## config.mk

```make
export PLATFORM = sky130hd
export DESIGN_NAME = spm_monitors
export DESIGN_NICKNAME = d
export VERILOG_FILES = /design/src/hdl/spm_pkg.sv /design/src/hdl/spm_monitors.sv
export VERILOG_INCLUDE_DIRS = /design/src /design/src/hdl
export SDC_FILE = /design/constraint.sdc
export NUM_CORES = 1
export LEC_CHECK = 0
export ABC_AREA = 0
export BUFFER_PORTS_ARGS = -buffer_cell sky130_fd_sc_hd__buf_4
export CAP_MARGIN = 10
export CORE_MARGIN = 1.5
export CORE_UTILIZATION = 53
export DETAILED_ROUTE_END_ITERATION = 7
export GPL_TIMING_DRIVEN = 0
export PLACE_DENSITY_LB_ADDON = 0.25
export SYNTH_ARGS = -nofsm -noshare
export SYNTH_HDL_FRONTEND = slang
export SYNTH_SLANG_ARGS = --single-unit
```

## constraint.sdc

```tcl
create_clock -name REF_CLK_I -period 2.3 [get_ports REF_CLK_I]
set_input_delay 0.46 -clock REF_CLK_I [delete_from_list [all_inputs] [get_ports REF_CLK_I]]
set_output_delay 0.46 -clock REF_CLK_I [all_outputs]
set_load 0.03 [all_outputs]
```

## src/hdl/spm_cfg.svh

```systemverilog
// offsets, fields, reset values and counts of the protection monitors
`ifndef SPM_CFG_SVH
`define SPM_CFG_SVH
// register word offsets
`define SPM_OFS_CFG  3'h0
`define SPM_OFS_AVS  3'h1
`define SPM_OFS_PROT 3'h2
`define SPM_OFS_PIC  3'h3
`define SPM_OFS_PTR  3'h4
`define SPM_OFS_WSV  3'h5
`define SPM_OFS_WVEC 3'h6
`define SPM_OFS_RCS  3'h7
// writable bits of each register
`define SPM_CFG_MASK  16'h073f
`define SPM_AVS_MASK  16'h00fe
`define SPM_PROT_MASK 16'h00ff
`define SPM_PIC_MASK  16'h07ff
`define SPM_PTR_MASK  16'h03ff
`define SPM_WVEC_MASK 16'h00ff
// reset values
`define SPM_CFG_RST  16'h0000
`define SPM_AVS_RST  16'h0000
`define SPM_PROT_RST 16'h0000
`define SPM_PIC_RST  16'h000f
`define SPM_PTR_RST  16'h0000
`define SPM_WVEC_RST 16'h000f
// field positions
`define SPM_CFG_SHLO 4
`define SPM_CFG_SHHI 5
`define SPM_PROT_MEE 2
`define SPM_PROT_DFE 3
`define SPM_PROT_WRI 6
`define SPM_PROT_WEN 7
`define SPM_PTR_TPS  8
`define SPM_PTR_WPS  9
// service codes, levels and counts
`define SPM_SVC_ARM  8'h55
`define SPM_SVC_KICK 8'haa
`define SPM_WDT_LVL  3'h7
`define SPM_PRE_LAST 9'h1ff
`define SPM_DIV_LAST 2'h3
`define SPM_MON_MIN  10'h040
`endif

```

## src/hdl/spm_pkg.sv

```systemverilog
// types of the protection monitors
package spm_pkg;
  typedef enum logic [1:0] {SV_IDLE = 2'b01, SV_ARMED = 2'b10} spm_svc_t;
  typedef enum logic [2:0] {PT_OFF = 3'b001, PT_RUN = 3'b010, PT_WAIT = 3'b100} spm_pit_t;
  typedef struct packed {
    logic       valid;
    logic       autovec;
    logic       berr;
    logic [7:0] vector;
  } spm_ack_t;
  typedef struct packed {
    logic active;
    logic external;
    logic master;
    logic done;
  } spm_cyc_t;
endpackage

```

## src/hdl/spm_monitors.sv

```systemverilog
// protection timers, monitors and interrupt acknowledge logic
`include "spm_cfg.svh"
// Function
// - periodic timer uses an 8-bit down counter loaded from the count field
// - timer clock is reference, optionally divided by 512, then always by 4
// - prescaler bits are software settable so both prescalers can be enabled
// - counter reaching zero raises periodic interrupt at programmed level
// - acknowledge of periodic interrupt returns the programmed periodic vector
// - after service the count field is reloaded and counting resumes
// - a new nonzero count takes effect only at reload after service; writing zero stops the timer at once
// - software can disable the periodic timer completely
// - requests with arbitration priority zero are discarded
// - same-level requests arbitrate by priority during acknowledge
// - eight mastership levels; unit above all, core below, transfer engine not 0 or 7
// - levels set in autovector register get an autovector from this unit for external requests
// - two show-cycle bits enable show cycles and select arbitration
// - bus monitor times cycle termination and flags bus error on overrun
// - internal cycles always watched; external only if enabled and master
// - monitor limit programmable from 64 to 512 clocks
// - halt with enable resets system and records double-fault cause
// - acknowledge with no arbitration gives bus error, always on
// - enabled watchdog timeout gives reset or level 7 interrupt by select bit
// - watchdog vector from its register; rate from prescale bit and timing field
// - same-level priority watchdog, periodic timer, external
// - external limit chosen from four values
module spm_monitors
  import spm_pkg::*;
#(
  parameter int WDT_BASE_LOG = 9
) (
  // clock and reset
  input  wire logic        REF_CLK_I,
  input  wire logic        RST_N_I,
  // register port
  input  wire logic [2:0]  ADDR_I,
  input  wire logic [15:0] WDATA_I,
  input  wire logic        WR_I,
  input  wire logic        RD_I,
  output logic      [15:0] RDATA_O,
  // interrupt requests and acknowledge
  input  wire logic [7:1]  EXT_IRQ_I,
  input  wire logic        INTERRUPT_ACKNOWLEDGE_CYCLE_I,
  input  wire logic [2:0]  INTERRUPT_ACKNOWLEDGE_CYCLE_LEVEL_I,
  input  wire logic        PEER_ARB_I,
  input  wire logic [3:0]  PEER_ARBITRATION_PRIORITY_FIELD_I,
  output logic      [2:0]  IRQ_LEVEL_O,
  output spm_ack_t         ACK_O,
  // bus cycle monitor
  input  spm_cyc_t         BUS_CYC_I,
  output logic             BUS_ERR_O,
  // double fault and reset
  input  wire logic        HALT_I,
  output logic             SYS_RESET_O,
  // show cycles and mastership
  output logic             SHOW_EN_O,
  output logic             SHOW_ARB_EN_O,
  input  wire logic        UNIT_BREQ_I,
  input  wire logic        DMA_BREQ_I,
  input  wire logic        CORE_BREQ_I,
  output logic      [2:0]  GRANT_O
);
  logic [15:0] cfg_reg, cfg_next, avs_reg, avs_next, prot_reg, prot_next;
  logic [15:0] pic_reg, pic_next, ptr_reg, ptr_next, wvec_reg, wvec_next;
  logic [15:0] rdata_reg, rdata_next;
  logic [1:0]  rcs_reg, rcs_next;
  logic [8:0]  pre_reg, pre_next;
  logic [1:0]  div_reg, div_next;
  logic [7:0]  pit_cnt_reg, pit_cnt_next;
  spm_pit_t    pit_reg, pit_next;
  logic        pit_pend_reg, pit_pend_next;
  spm_svc_t    svc_reg, svc_next;
  logic [15:0] wdt_cnt_reg, wdt_cnt_next;
  logic        wdt_pend_reg, wdt_pend_next;
  logic        rst_reg, rst_next, halt_reg, halt_next;
  logic [2:0]  lvl_reg, lvl_next;
  spm_ack_t    ack_reg, ack_next;
  logic [9:0]  mon_cnt_reg, mon_cnt_next;
  logic        mon_hit_reg, mon_hit_next, berr_reg, berr_next;
  logic        pre_tick, pit_tick, wdt_tick, wdt_fire, kick, pit_svc, wdt_svc;
  logic        halt_fire, win, own, watched;
  logic [15:0] wdt_lim;
  logic [9:0]  mon_lim;
  logic [3:0]  arbitration_priority_field;
  logic [2:0]  periodic_irq_level;

  // field views
  assign arbitration_priority_field  = cfg_reg[3:0];
  assign periodic_irq_level = pic_reg[10:8];

  // register writes and read data
  always_comb begin
    cfg_next  = cfg_reg;
    avs_next  = avs_reg;
    prot_next = prot_reg;
    pic_next  = pic_reg;
    ptr_next  = ptr_reg;
    wvec_next = wvec_reg;
    rdata_next = 16'h0000;
    if (WR_I) begin
      case (ADDR_I)
        `SPM_OFS_CFG:  cfg_next  = WDATA_I & `SPM_CFG_MASK;
        `SPM_OFS_AVS:  avs_next  = WDATA_I & `SPM_AVS_MASK;
        `SPM_OFS_PROT: prot_next = WDATA_I & `SPM_PROT_MASK;
        `SPM_OFS_PIC:  pic_next  = WDATA_I & `SPM_PIC_MASK;
        `SPM_OFS_PTR:  ptr_next  = WDATA_I & `SPM_PTR_MASK;
        `SPM_OFS_WVEC: wvec_next = WDATA_I & `SPM_WVEC_MASK;
        default: ;
      endcase
    end
    if (RD_I) begin
      case (ADDR_I)
        `SPM_OFS_CFG:  rdata_next = cfg_reg;
        `SPM_OFS_AVS:  rdata_next = avs_reg;
        `SPM_OFS_PROT: rdata_next = prot_reg;
        `SPM_OFS_PIC:  rdata_next = pic_reg;
        `SPM_OFS_PTR:  rdata_next = ptr_reg;
        `SPM_OFS_WVEC: rdata_next = wvec_reg;
        `SPM_OFS_RCS:  rdata_next = {14'h0000, rcs_reg};
        default:       rdata_next = 16'h0000;
      endcase
    end
  end

  always_ff @(posedge REF_CLK_I or negedge RST_N_I) begin
    if (!RST_N_I) begin
      cfg_reg   <= `SPM_CFG_RST;
      avs_reg   <= `SPM_AVS_RST;
      prot_reg  <= `SPM_PROT_RST;
      pic_reg   <= `SPM_PIC_RST;
      ptr_reg   <= `SPM_PTR_RST;
      wvec_reg  <= `SPM_WVEC_RST;
      rdata_reg <= 16'h0000;
    end else begin
      cfg_reg   <= cfg_next;
      avs_reg   <= avs_next;
      prot_reg  <= prot_next;
      pic_reg   <= pic_next;
      ptr_reg   <= ptr_next;
      wvec_reg  <= wvec_next;
      rdata_reg <= rdata_next;
    end
  end
  assign RDATA_O = rdata_reg;

  // shared 512 prescaler and the divide by 4 stage
  assign pre_tick = (pre_reg == `SPM_PRE_LAST);
  assign pit_tick = (div_reg == `SPM_DIV_LAST) && (pre_tick || !ptr_reg[`SPM_PTR_TPS]);
  assign wdt_tick = pre_tick || !ptr_reg[`SPM_PTR_WPS];

  // periodic timer: counts down, waits for service, reloads
  always_comb begin
    pre_next = pre_reg + 9'h001;
    div_next = div_reg;
    if (pre_tick || !ptr_reg[`SPM_PTR_TPS]) begin
      div_next = div_reg + 2'h1;
    end
    pit_next      = pit_reg;
    pit_cnt_next  = pit_cnt_reg;
    pit_pend_next = pit_pend_reg && !pit_svc;
    case (pit_reg)
      PT_OFF: begin
        if (ptr_reg[7:0] != 8'h00) begin
          pit_cnt_next = ptr_reg[7:0];
          pit_next     = PT_RUN;
        end
      end
      PT_RUN: begin
        if (ptr_reg[7:0] == 8'h00) begin
          pit_next = PT_OFF;
        end else if (pit_tick) begin
          pit_cnt_next = pit_cnt_reg - 8'h01;
          if (pit_cnt_reg == 8'h01) begin
            pit_pend_next = 1'b1;
            pit_next      = PT_WAIT;
          end
        end
      end
      PT_WAIT: begin
        if (pit_svc) begin
          pit_cnt_next = ptr_reg[7:0];
          pit_next     = (ptr_reg[7:0] == 8'h00) ? PT_OFF : PT_RUN;
        end
      end
      default: pit_next = PT_OFF;
    endcase
  end

  always_ff @(posedge REF_CLK_I or negedge RST_N_I) begin
    if (!RST_N_I) begin
      pre_reg      <= 9'h000;
      div_reg      <= 2'h0;
      pit_reg      <= PT_OFF;
      pit_cnt_reg  <= 8'h00;
      pit_pend_reg <= 1'b0;
    end else begin
      pre_reg      <= pre_next;
      div_reg      <= div_next;
      pit_reg      <= pit_next;
      pit_cnt_reg  <= pit_cnt_next;
      pit_pend_reg <= pit_pend_next;
    end
  end

  // watchdog period and events
  assign wdt_lim = 16'((32'd1 << (WDT_BASE_LOG + 2 * int'(prot_reg[5:4]))) - 1);
  assign wdt_fire = prot_reg[`SPM_PROT_WEN] && wdt_tick && (wdt_cnt_reg >= wdt_lim);
  assign kick = WR_I && (ADDR_I == `SPM_OFS_WSV) && (WDATA_I[7:0] == `SPM_SVC_KICK)
                && (svc_reg == SV_ARMED);
  assign halt_fire = HALT_I && !halt_reg && prot_reg[`SPM_PROT_DFE];

  // watchdog service sequence, counter, reset and cause
  always_comb begin
    svc_next = svc_reg;
    case (svc_reg)
      SV_IDLE: begin
        if (WR_I && (ADDR_I == `SPM_OFS_WSV) && (WDATA_I[7:0] == `SPM_SVC_ARM)) begin
          svc_next = SV_ARMED;
        end
      end
      SV_ARMED: begin
        if (kick) begin
          svc_next = SV_IDLE;
        end
      end
      default: svc_next = SV_IDLE;
    endcase
    wdt_cnt_next = wdt_cnt_reg;
    if (!prot_reg[`SPM_PROT_WEN] || kick || wdt_fire) begin
      wdt_cnt_next = 16'h0000;
    end else if (wdt_tick) begin
      wdt_cnt_next = wdt_cnt_reg + 16'h0001;
    end
    wdt_pend_next = (wdt_pend_reg && !wdt_svc)
                    || (wdt_fire && !prot_reg[`SPM_PROT_WRI]);
    rst_next  = halt_fire || (wdt_fire && prot_reg[`SPM_PROT_WRI]);
    halt_next = HALT_I;
    rcs_next  = rcs_reg;
    if (rst_next) begin
      rcs_next = {halt_fire, !halt_fire};
    end
  end

  always_ff @(posedge REF_CLK_I or negedge RST_N_I) begin
    if (!RST_N_I) begin
      svc_reg      <= SV_IDLE;
      wdt_cnt_reg  <= 16'h0000;
      wdt_pend_reg <= 1'b0;
      rst_reg      <= 1'b0;
      halt_reg     <= 1'b0;
      rcs_reg      <= 2'h0;
    end else begin
      svc_reg      <= svc_next;
      wdt_cnt_reg  <= wdt_cnt_next;
      wdt_pend_reg <= wdt_pend_next;
      rst_reg      <= rst_next;
      halt_reg     <= halt_next;
      rcs_reg      <= rcs_next;
    end
  end
  assign SYS_RESET_O = rst_reg;

  // acknowledge arbitration: priority compare, then source order
  assign win = (arbitration_priority_field != 4'h0) && (!PEER_ARB_I || (arbitration_priority_field > PEER_ARBITRATION_PRIORITY_FIELD_I));
  assign own = (wdt_pend_reg && (INTERRUPT_ACKNOWLEDGE_CYCLE_LEVEL_I == `SPM_WDT_LVL))
               || (pit_pend_reg && (periodic_irq_level == INTERRUPT_ACKNOWLEDGE_CYCLE_LEVEL_I))
               || ((INTERRUPT_ACKNOWLEDGE_CYCLE_LEVEL_I != 3'h0) && EXT_IRQ_I[INTERRUPT_ACKNOWLEDGE_CYCLE_LEVEL_I]);
  assign wdt_svc = INTERRUPT_ACKNOWLEDGE_CYCLE_I && win && wdt_pend_reg && (INTERRUPT_ACKNOWLEDGE_CYCLE_LEVEL_I == `SPM_WDT_LVL);
  assign pit_svc = INTERRUPT_ACKNOWLEDGE_CYCLE_I && win && !wdt_svc && pit_pend_reg
                   && (periodic_irq_level == INTERRUPT_ACKNOWLEDGE_CYCLE_LEVEL_I);

  // pending level and acknowledge answer
  always_comb begin
    lvl_next = 3'h0;
    for (int l = 1; l < 8; l++) begin
      if (arbitration_priority_field != 4'h0 && (EXT_IRQ_I[l] || (pit_pend_reg && periodic_irq_level == 3'(l))
          || (wdt_pend_reg && 3'(l) == `SPM_WDT_LVL))) begin
        lvl_next = 3'(l);
      end
    end
    ack_next = '0;
    if (INTERRUPT_ACKNOWLEDGE_CYCLE_I) begin
      ack_next.valid = 1'b1;
      if (wdt_svc) begin
        ack_next.vector = wvec_reg[7:0];
      end else if (pit_svc) begin
        ack_next.vector = pic_reg[7:0];
      end else if (win && own && avs_reg[INTERRUPT_ACKNOWLEDGE_CYCLE_LEVEL_I]) begin
        ack_next.autovec = 1'b1;
      end else if (win && own) begin
        ack_next.valid = 1'b0;
      end else if (!PEER_ARB_I) begin
        ack_next.berr = 1'b1;
      end else begin
        ack_next.valid = 1'b0;
      end
    end
  end

  always_ff @(posedge REF_CLK_I or negedge RST_N_I) begin
    if (!RST_N_I) begin
      lvl_reg <= 3'h0;
      ack_reg <= '0;
    end else begin
      lvl_reg <= lvl_next;
      ack_reg <= ack_next;
    end
  end
  assign IRQ_LEVEL_O = lvl_reg;
  assign ACK_O       = ack_reg;

  // bus monitor: count until termination, one error per cycle
  assign mon_lim = `SPM_MON_MIN << prot_reg[1:0];
  assign watched = BUS_CYC_I.active
                   && (!BUS_CYC_I.external
                       || (prot_reg[`SPM_PROT_MEE] && BUS_CYC_I.master));
  always_comb begin
    mon_cnt_next = mon_cnt_reg;
    mon_hit_next = mon_hit_reg;
    berr_next    = 1'b0;
    if (!BUS_CYC_I.active || BUS_CYC_I.done) begin
      mon_cnt_next = 10'h000;
      mon_hit_next = 1'b0;
    end else if (watched && !mon_hit_reg) begin
      if (mon_cnt_reg == mon_lim - 10'h001) begin
        berr_next    = 1'b1;
        mon_hit_next = 1'b1;
      end else begin
        mon_cnt_next = mon_cnt_reg + 10'h001;
      end
    end
  end

  always_ff @(posedge REF_CLK_I or negedge RST_N_I) begin
    if (!RST_N_I) begin
      mon_cnt_reg <= 10'h000;
      mon_hit_reg <= 1'b0;
      berr_reg    <= 1'b0;
    end else begin
      mon_cnt_reg <= mon_cnt_next;
      mon_hit_reg <= mon_hit_next;
      berr_reg    <= berr_next;
    end
  end
  assign BUS_ERR_O = berr_reg;

  // show cycles and mastership grant
  assign SHOW_EN_O = cfg_reg[`SPM_CFG_SHHI] || cfg_reg[`SPM_CFG_SHLO];
  assign SHOW_ARB_EN_O = SHOW_EN_O && !cfg_reg[`SPM_CFG_SHHI];
  always_comb begin
    GRANT_O = 3'h0;
    if (UNIT_BREQ_I) begin
      GRANT_O = 3'h4;
    end else if (DMA_BREQ_I && cfg_reg[10:8] != 3'h0 && cfg_reg[10:8] != 3'h7) begin
      GRANT_O = 3'h2;
    end else if (CORE_BREQ_I) begin
      GRANT_O = 3'h1;
    end
  end

  // checks
  AST_PIT_IRQ: assert property (@(posedge REF_CLK_I) disable iff (!RST_N_I)
    pit_reg == PT_RUN && pit_tick && pit_cnt_reg == 8'h01 && ptr_reg[7:0] != 8'h00
    |=> pit_pend_reg && pit_reg == PT_WAIT)
    else $error("periodic interrupt not raised at zero");
  AST_PIT_RELOAD: assert property (@(posedge REF_CLK_I) disable iff (!RST_N_I)
    pit_reg == PT_WAIT && pit_svc |=> pit_cnt_reg == $past(ptr_reg[7:0]))
    else $error("count not reloaded after service");
  AST_PIT_VEC: assert property (@(posedge REF_CLK_I) disable iff (!RST_N_I)
    pit_svc |=> ACK_O.valid && ACK_O.vector == $past(pic_reg[7:0]))
    else $error("periodic vector wrong");
  AST_DIV4: assert property (@(posedge REF_CLK_I) disable iff (!RST_N_I)
    pit_tick |=> div_reg == 2'h0 && !pit_tick ##1 !pit_tick [*2])
    else $error("divide by four broken");
  AST_WDT_RST: assert property (@(posedge REF_CLK_I) disable iff (!RST_N_I)
    wdt_fire && prot_reg[`SPM_PROT_WRI] && !halt_fire |=> SYS_RESET_O && rcs_reg == 2'h1)
    else $error("watchdog reset missing");
  AST_WDT_IRQ: assert property (@(posedge REF_CLK_I) disable iff (!RST_N_I)
    wdt_fire && !prot_reg[`SPM_PROT_WRI] |=> wdt_pend_reg ##1 (lvl_reg == 3'h7 || arbitration_priority_field == 4'h0))
    else $error("watchdog interrupt missing");
  AST_KICK: assert property (@(posedge REF_CLK_I) disable iff (!RST_N_I)
    kick |=> wdt_cnt_reg == 16'h0000 && svc_reg == SV_IDLE)
    else $error("service did not restart watchdog");
  AST_DBF: assert property (@(posedge REF_CLK_I) disable iff (!RST_N_I)
    halt_fire |=> SYS_RESET_O && rcs_reg == 2'h2)
    else $error("double fault reset missing");
  AST_SPUR: assert property (@(posedge REF_CLK_I) disable iff (!RST_N_I)
    INTERRUPT_ACKNOWLEDGE_CYCLE_I && !PEER_ARB_I && arbitration_priority_field == 4'h0 |=> ACK_O.valid && ACK_O.berr)
    else $error("spurious acknowledge not faulted");
  AST_MON: assert property (@(posedge REF_CLK_I) disable iff (!RST_N_I)
    BUS_ERR_O |-> $past(mon_cnt_reg) == $past(mon_lim) - 10'h001)
    else $error("bus monitor limit wrong");
  AST_DMA: assert property (@(posedge REF_CLK_I) disable iff (!RST_N_I)
    UNIT_BREQ_I || (cfg_reg[10:8] == 3'h0) |-> !GRANT_O[1])
    else $error("illegal transfer engine grant");
endmodule

```

==> results.md <==
- Run status: finished, final reports clean
- Wire length of the first global-routing pass: 26720 um
- Number of warnings issued by yosys: 0
- CTS Buf Count: 17
- Worst hold slack after final layout: 57.64 ps
- Sort of element at the end of the critical path: register
- Global routing usage on met2: 42.38%
- Fraction of layout cells with a size suffix above 1: 30.41%
- Routed length per instance: 18.22 um
- Highest achievable clock rate: 448.7 MHz
- Filler instances: 980
- Maximum level of the CTS H-tree: 4
- Routed WL: 16860 um
- Clock edge transition at the registers on the reported setup and hold paths: 60 ps
- Rel. slew slack: 38.06%
- Library cell with the highest instance count after synthesis: sky130_fd_sc_hd__dfrtp_1
- Global placer's final weighted congestion: 0.9173
- Setup-failing EPs final: 0
- Fraction of met3 tracks used by global routing: 6.025%
- R2R depth: 9
- Areal power density over the cells: 894.2 nW/um^2
- Number of pins with negative max-slew slack in the final report: 0
- Number of global-route vias before repair: 5294
- Largest register FFs: 16
- Switching power as a share of total power: 31.78%
- Chip Width: 117 um
- Synthesized netlist cell count: 634
- Final design utilization: 66.54%
- Static leakage: 3.831 nW
- Number of buffers on the longest clock path: 2
- Worst endpoint required time: 2640 ps
- Signal arrival time at the worst endpoint: 2570 ps
- Number of hold-slack violations in the final timing report: 0
- Cell types with the highest counts after synthesis: sky130_fd_sc_hd__dfrtp_1, sky130_fd_sc_hd__nor2_1, sky130_fd_sc_hd__mux2_2
- Row cnt: 41
- Number of nets still failing antenna checks after routing: 0
- Nets@finish: 804
- TritonCTS clock tree: yes
- Core region area: 12670 sq um
- Total congestion overflow after global routing: 0
- Highest cell delay on the worst timing path: 450 ps
- Highest-utilization routing layer at the global route stage: met2
- Antenna violations before repair: 0
- Io pins: 84
- Largest cells by area after synthesis: sky130_fd_sc_hd__dfrtp_1, sky130_fd_sc_hd__mux2_2, sky130_fd_sc_hd__dfstp_2, sky130_fd_sc_hd__nor2_1, sky130_fd_sc_hd__ha_1
- Violation count after the first detailed-routing iteration: 370
- Die height: 117 um
- Startpoint of the most critical register-to-register path: cfg_reg[1]$_DFFE_PN0P_
- Register bit total from synthesis: 136
- Die Outline Area: 13690 sq um
- Final period utilization: 96.90%
- Sw power: 2.396 mW
- Netlist cell types: 70
- DP Wirelength: 11740 um
- Syn-to-layout area delta: 22.42%
- RSZ-0062 raised after global routing: yes
- Placed cell areas: 7667 sq um
- Slew @ Worst Pin: 924.0 ps
- Most area-hungry cell type in the Yosys netlist: sky130_fd_sc_hd__dfrtp_1
- Clock latency of the later-clocked register in the worst-skew pair: 420 ps
- Top cell type's share of synthesized area: 45.78%
- Dominant register cell in the synthesized netlist: sky130_fd_sc_hd__dfrtp_1
- Overall via count from detail_route: 5425
- Cell Chain, Critical Path: ha_1, nor2b_1, o21bai_1, a21oi_2, buf_4, and3_4, buf_6, or3b_1, a21oi_1
- GR Util met1: 33.85%
- Final setup skew: 8.217 ps
- Final Critical Period: 2229 ps
- MaxCap Viol Count: 0
- DRC violation count after routing: 0
- Clock tree root driver cell: sky130_fd_sc_hd__clkbuf_16
- Post-synthesis area per instance: 10.86 sq um
- Comb pwr share: 25.0%
- Final std cell area, no fill: 8432 sq um
- Register-to-register path setup slack: 70 ps
- Standard cell with the maximum stage delay on the critical path: sky130_fd_sc_hd__dfrtp_1
- Num Clock Sinks: 136
- Sequential share of power: 42.7%
- Mapped cell area: 6888 sq um
- N_diodes: 0
- Type of the setup path with the least slack: reg -> reg
- Internal power component: 5.144 mW
- Effective utilization at floorplan: 54.36%
- Endpoint of the worst register-to-register path: pit_reg[2]$_DFFE_PN0P_
- Via density per instance: 5.865
- Sequential element share of the synthesized area: 49.59%
- Critical Path Start Type: register
- Hold-fix buffer count after cts: 0
- Asr flop ratio synth: 100.0%
- Hold crit path type: in -> async
- Iteration count of the initial detailed-routing pass: 5
- Top fanout value on the critical path: 6
- Number of port buffers: 69
- Clock share of power: 32.3%
- Pin count of the biggest net entering global routing: 70
- Global router's overall resource usage: 25.97%
- VDD IR-drop max: 534.3 uV
- Number of enable-type register cells in the synthesized netlist: 0
-- power by group through the flow --
| stage | clock network [mW] | registers [mW] | logic (mW) |
|---|---|---|---|
| after global placement | 0 | 3.20 | 1.66 |
| after CTS | 2.47 | 3.21 | 1.83 |
| after floorplan | 0 | 3.19 | 1.17 |
| after global routing | 2.58 | 3.27 | 2.08 |
| after detailed placement | 0 | 3.23 | 1.74 |
| final | 2.43 | 3.22 | 1.89 |
-- worst max-delay path by stage --
stage / from / end / slack (ps)
detailed placement: pre_reg[0]$_DFF_PN0_ / wdt_cnt_reg[6]$_DFFE_PN0P_ / -270
global route: pre_reg[1]$_DFF_PN0_ / pit_cnt_reg[5]$_DFFE_PN0P_ / -50
finish: cfg_reg[1]$_DFFE_PN0P_ / pit_reg[2]$_DFFE_PN0P_ / 70
CTS: pre_reg[1]$_DFF_PN0_ / pit_cnt_reg[5]$_DFFE_PN0P_ / 4
global placement: pre_reg[0]$_DFF_PN0_ / wdt_cnt_reg[10]$_DFFE_PN0P_ / -190
floorplan: pre_reg[0]$_DFF_PN0_ / wdt_cnt_reg[10]$_DFFE_PN0P_ / 70
-- cell families after synthesis --
logic type	share of synthesized area (%)
mux	12.97
simple gates	16.64
other cells	0.05444
fa+ha+maj	3.088
xor+xnor	3.942
flops	49.59
compound gates	10.79
buf+inv	2.924
-- layout make-up --
class / count / area (sq um) / share of cell area (%)
Timing Repair Buffer: 83 / 659.4 / 7.820
Inverter: 17 / 63.81 / 0.7568
Sequential cell: 136 / 3417 / 40.53
Multi-Input combinational cell: 459 / 3407 / 40.41
Tap cell: 172 / 215.2 / 2.552
Clock buffer: 21 / 440.4 / 5.223
Buffer: 26 / 146.4 / 1.736
Clock inverter: 11 / 82.58 / 0.9794
-- stage by stage --
step                instances  power (mW)  worst slack [ps]  setup TNS (ps)
CTS                       919       7.505             3.516               0
finish                    925       7.540             71.40               0
global route              925       7.929            -47.78          -115.5
global placement          879       4.866            -193.5           -3442
floorplan                 638       4.360             73.25               0
detailed placement        880       4.975            -273.3           -5051
-- layer usage --
layer / part of all wire (%) / vias up
met5: 0 / -
met4: 2.4 / 0
met3: 5.7 / 39
met2: 49 / 199
met1: 43 / 2699
li1: - / 2488
-- worst max-delay path, delay by kind of cell (launching register included) --
family	cells	cell delay, ps
AO/OA/AOI/OAI	3	440
adder cells (fa/ha/maj)	1	310
flip-flops	1	450
buffers and inverters	2	290
AND/OR/NAND/NOR	3	650
-- cell usage in the layout (no fill, tap or decap), types with 17 or more instances in the layout --
| cell | synthesis | final |
|---|---|---|
| sky130_fd_sc_hd__buf_4 | 7 | 88 |
| sky130_fd_sc_hd__nand2_1 | 39 | 39 |
| sky130_fd_sc_hd__xor2_1 | 21 | 21 |
| sky130_fd_sc_hd__inv_1 | 17 | 17 |
| sky130_fd_sc_hd__a21oi_1 | 30 | 30 |
| sky130_fd_sc_hd__clkbuf_16 | 0 | 17 |
| sky130_fd_sc_hd__dfrtp_1 | 126 | 125 |
| sky130_fd_sc_hd__mux2_2 | 58 | 58 |
| sky130_fd_sc_hd__nor2_1 | 68 | 65 |
-- what timing repair did --
item                       4_1_cts  5_1_grt
resized for setup               18       11
pin swaps                        4        7
setup buffers                    7        6
setup endpoints to repair       26       25
(Power assumes the default switching activity.)
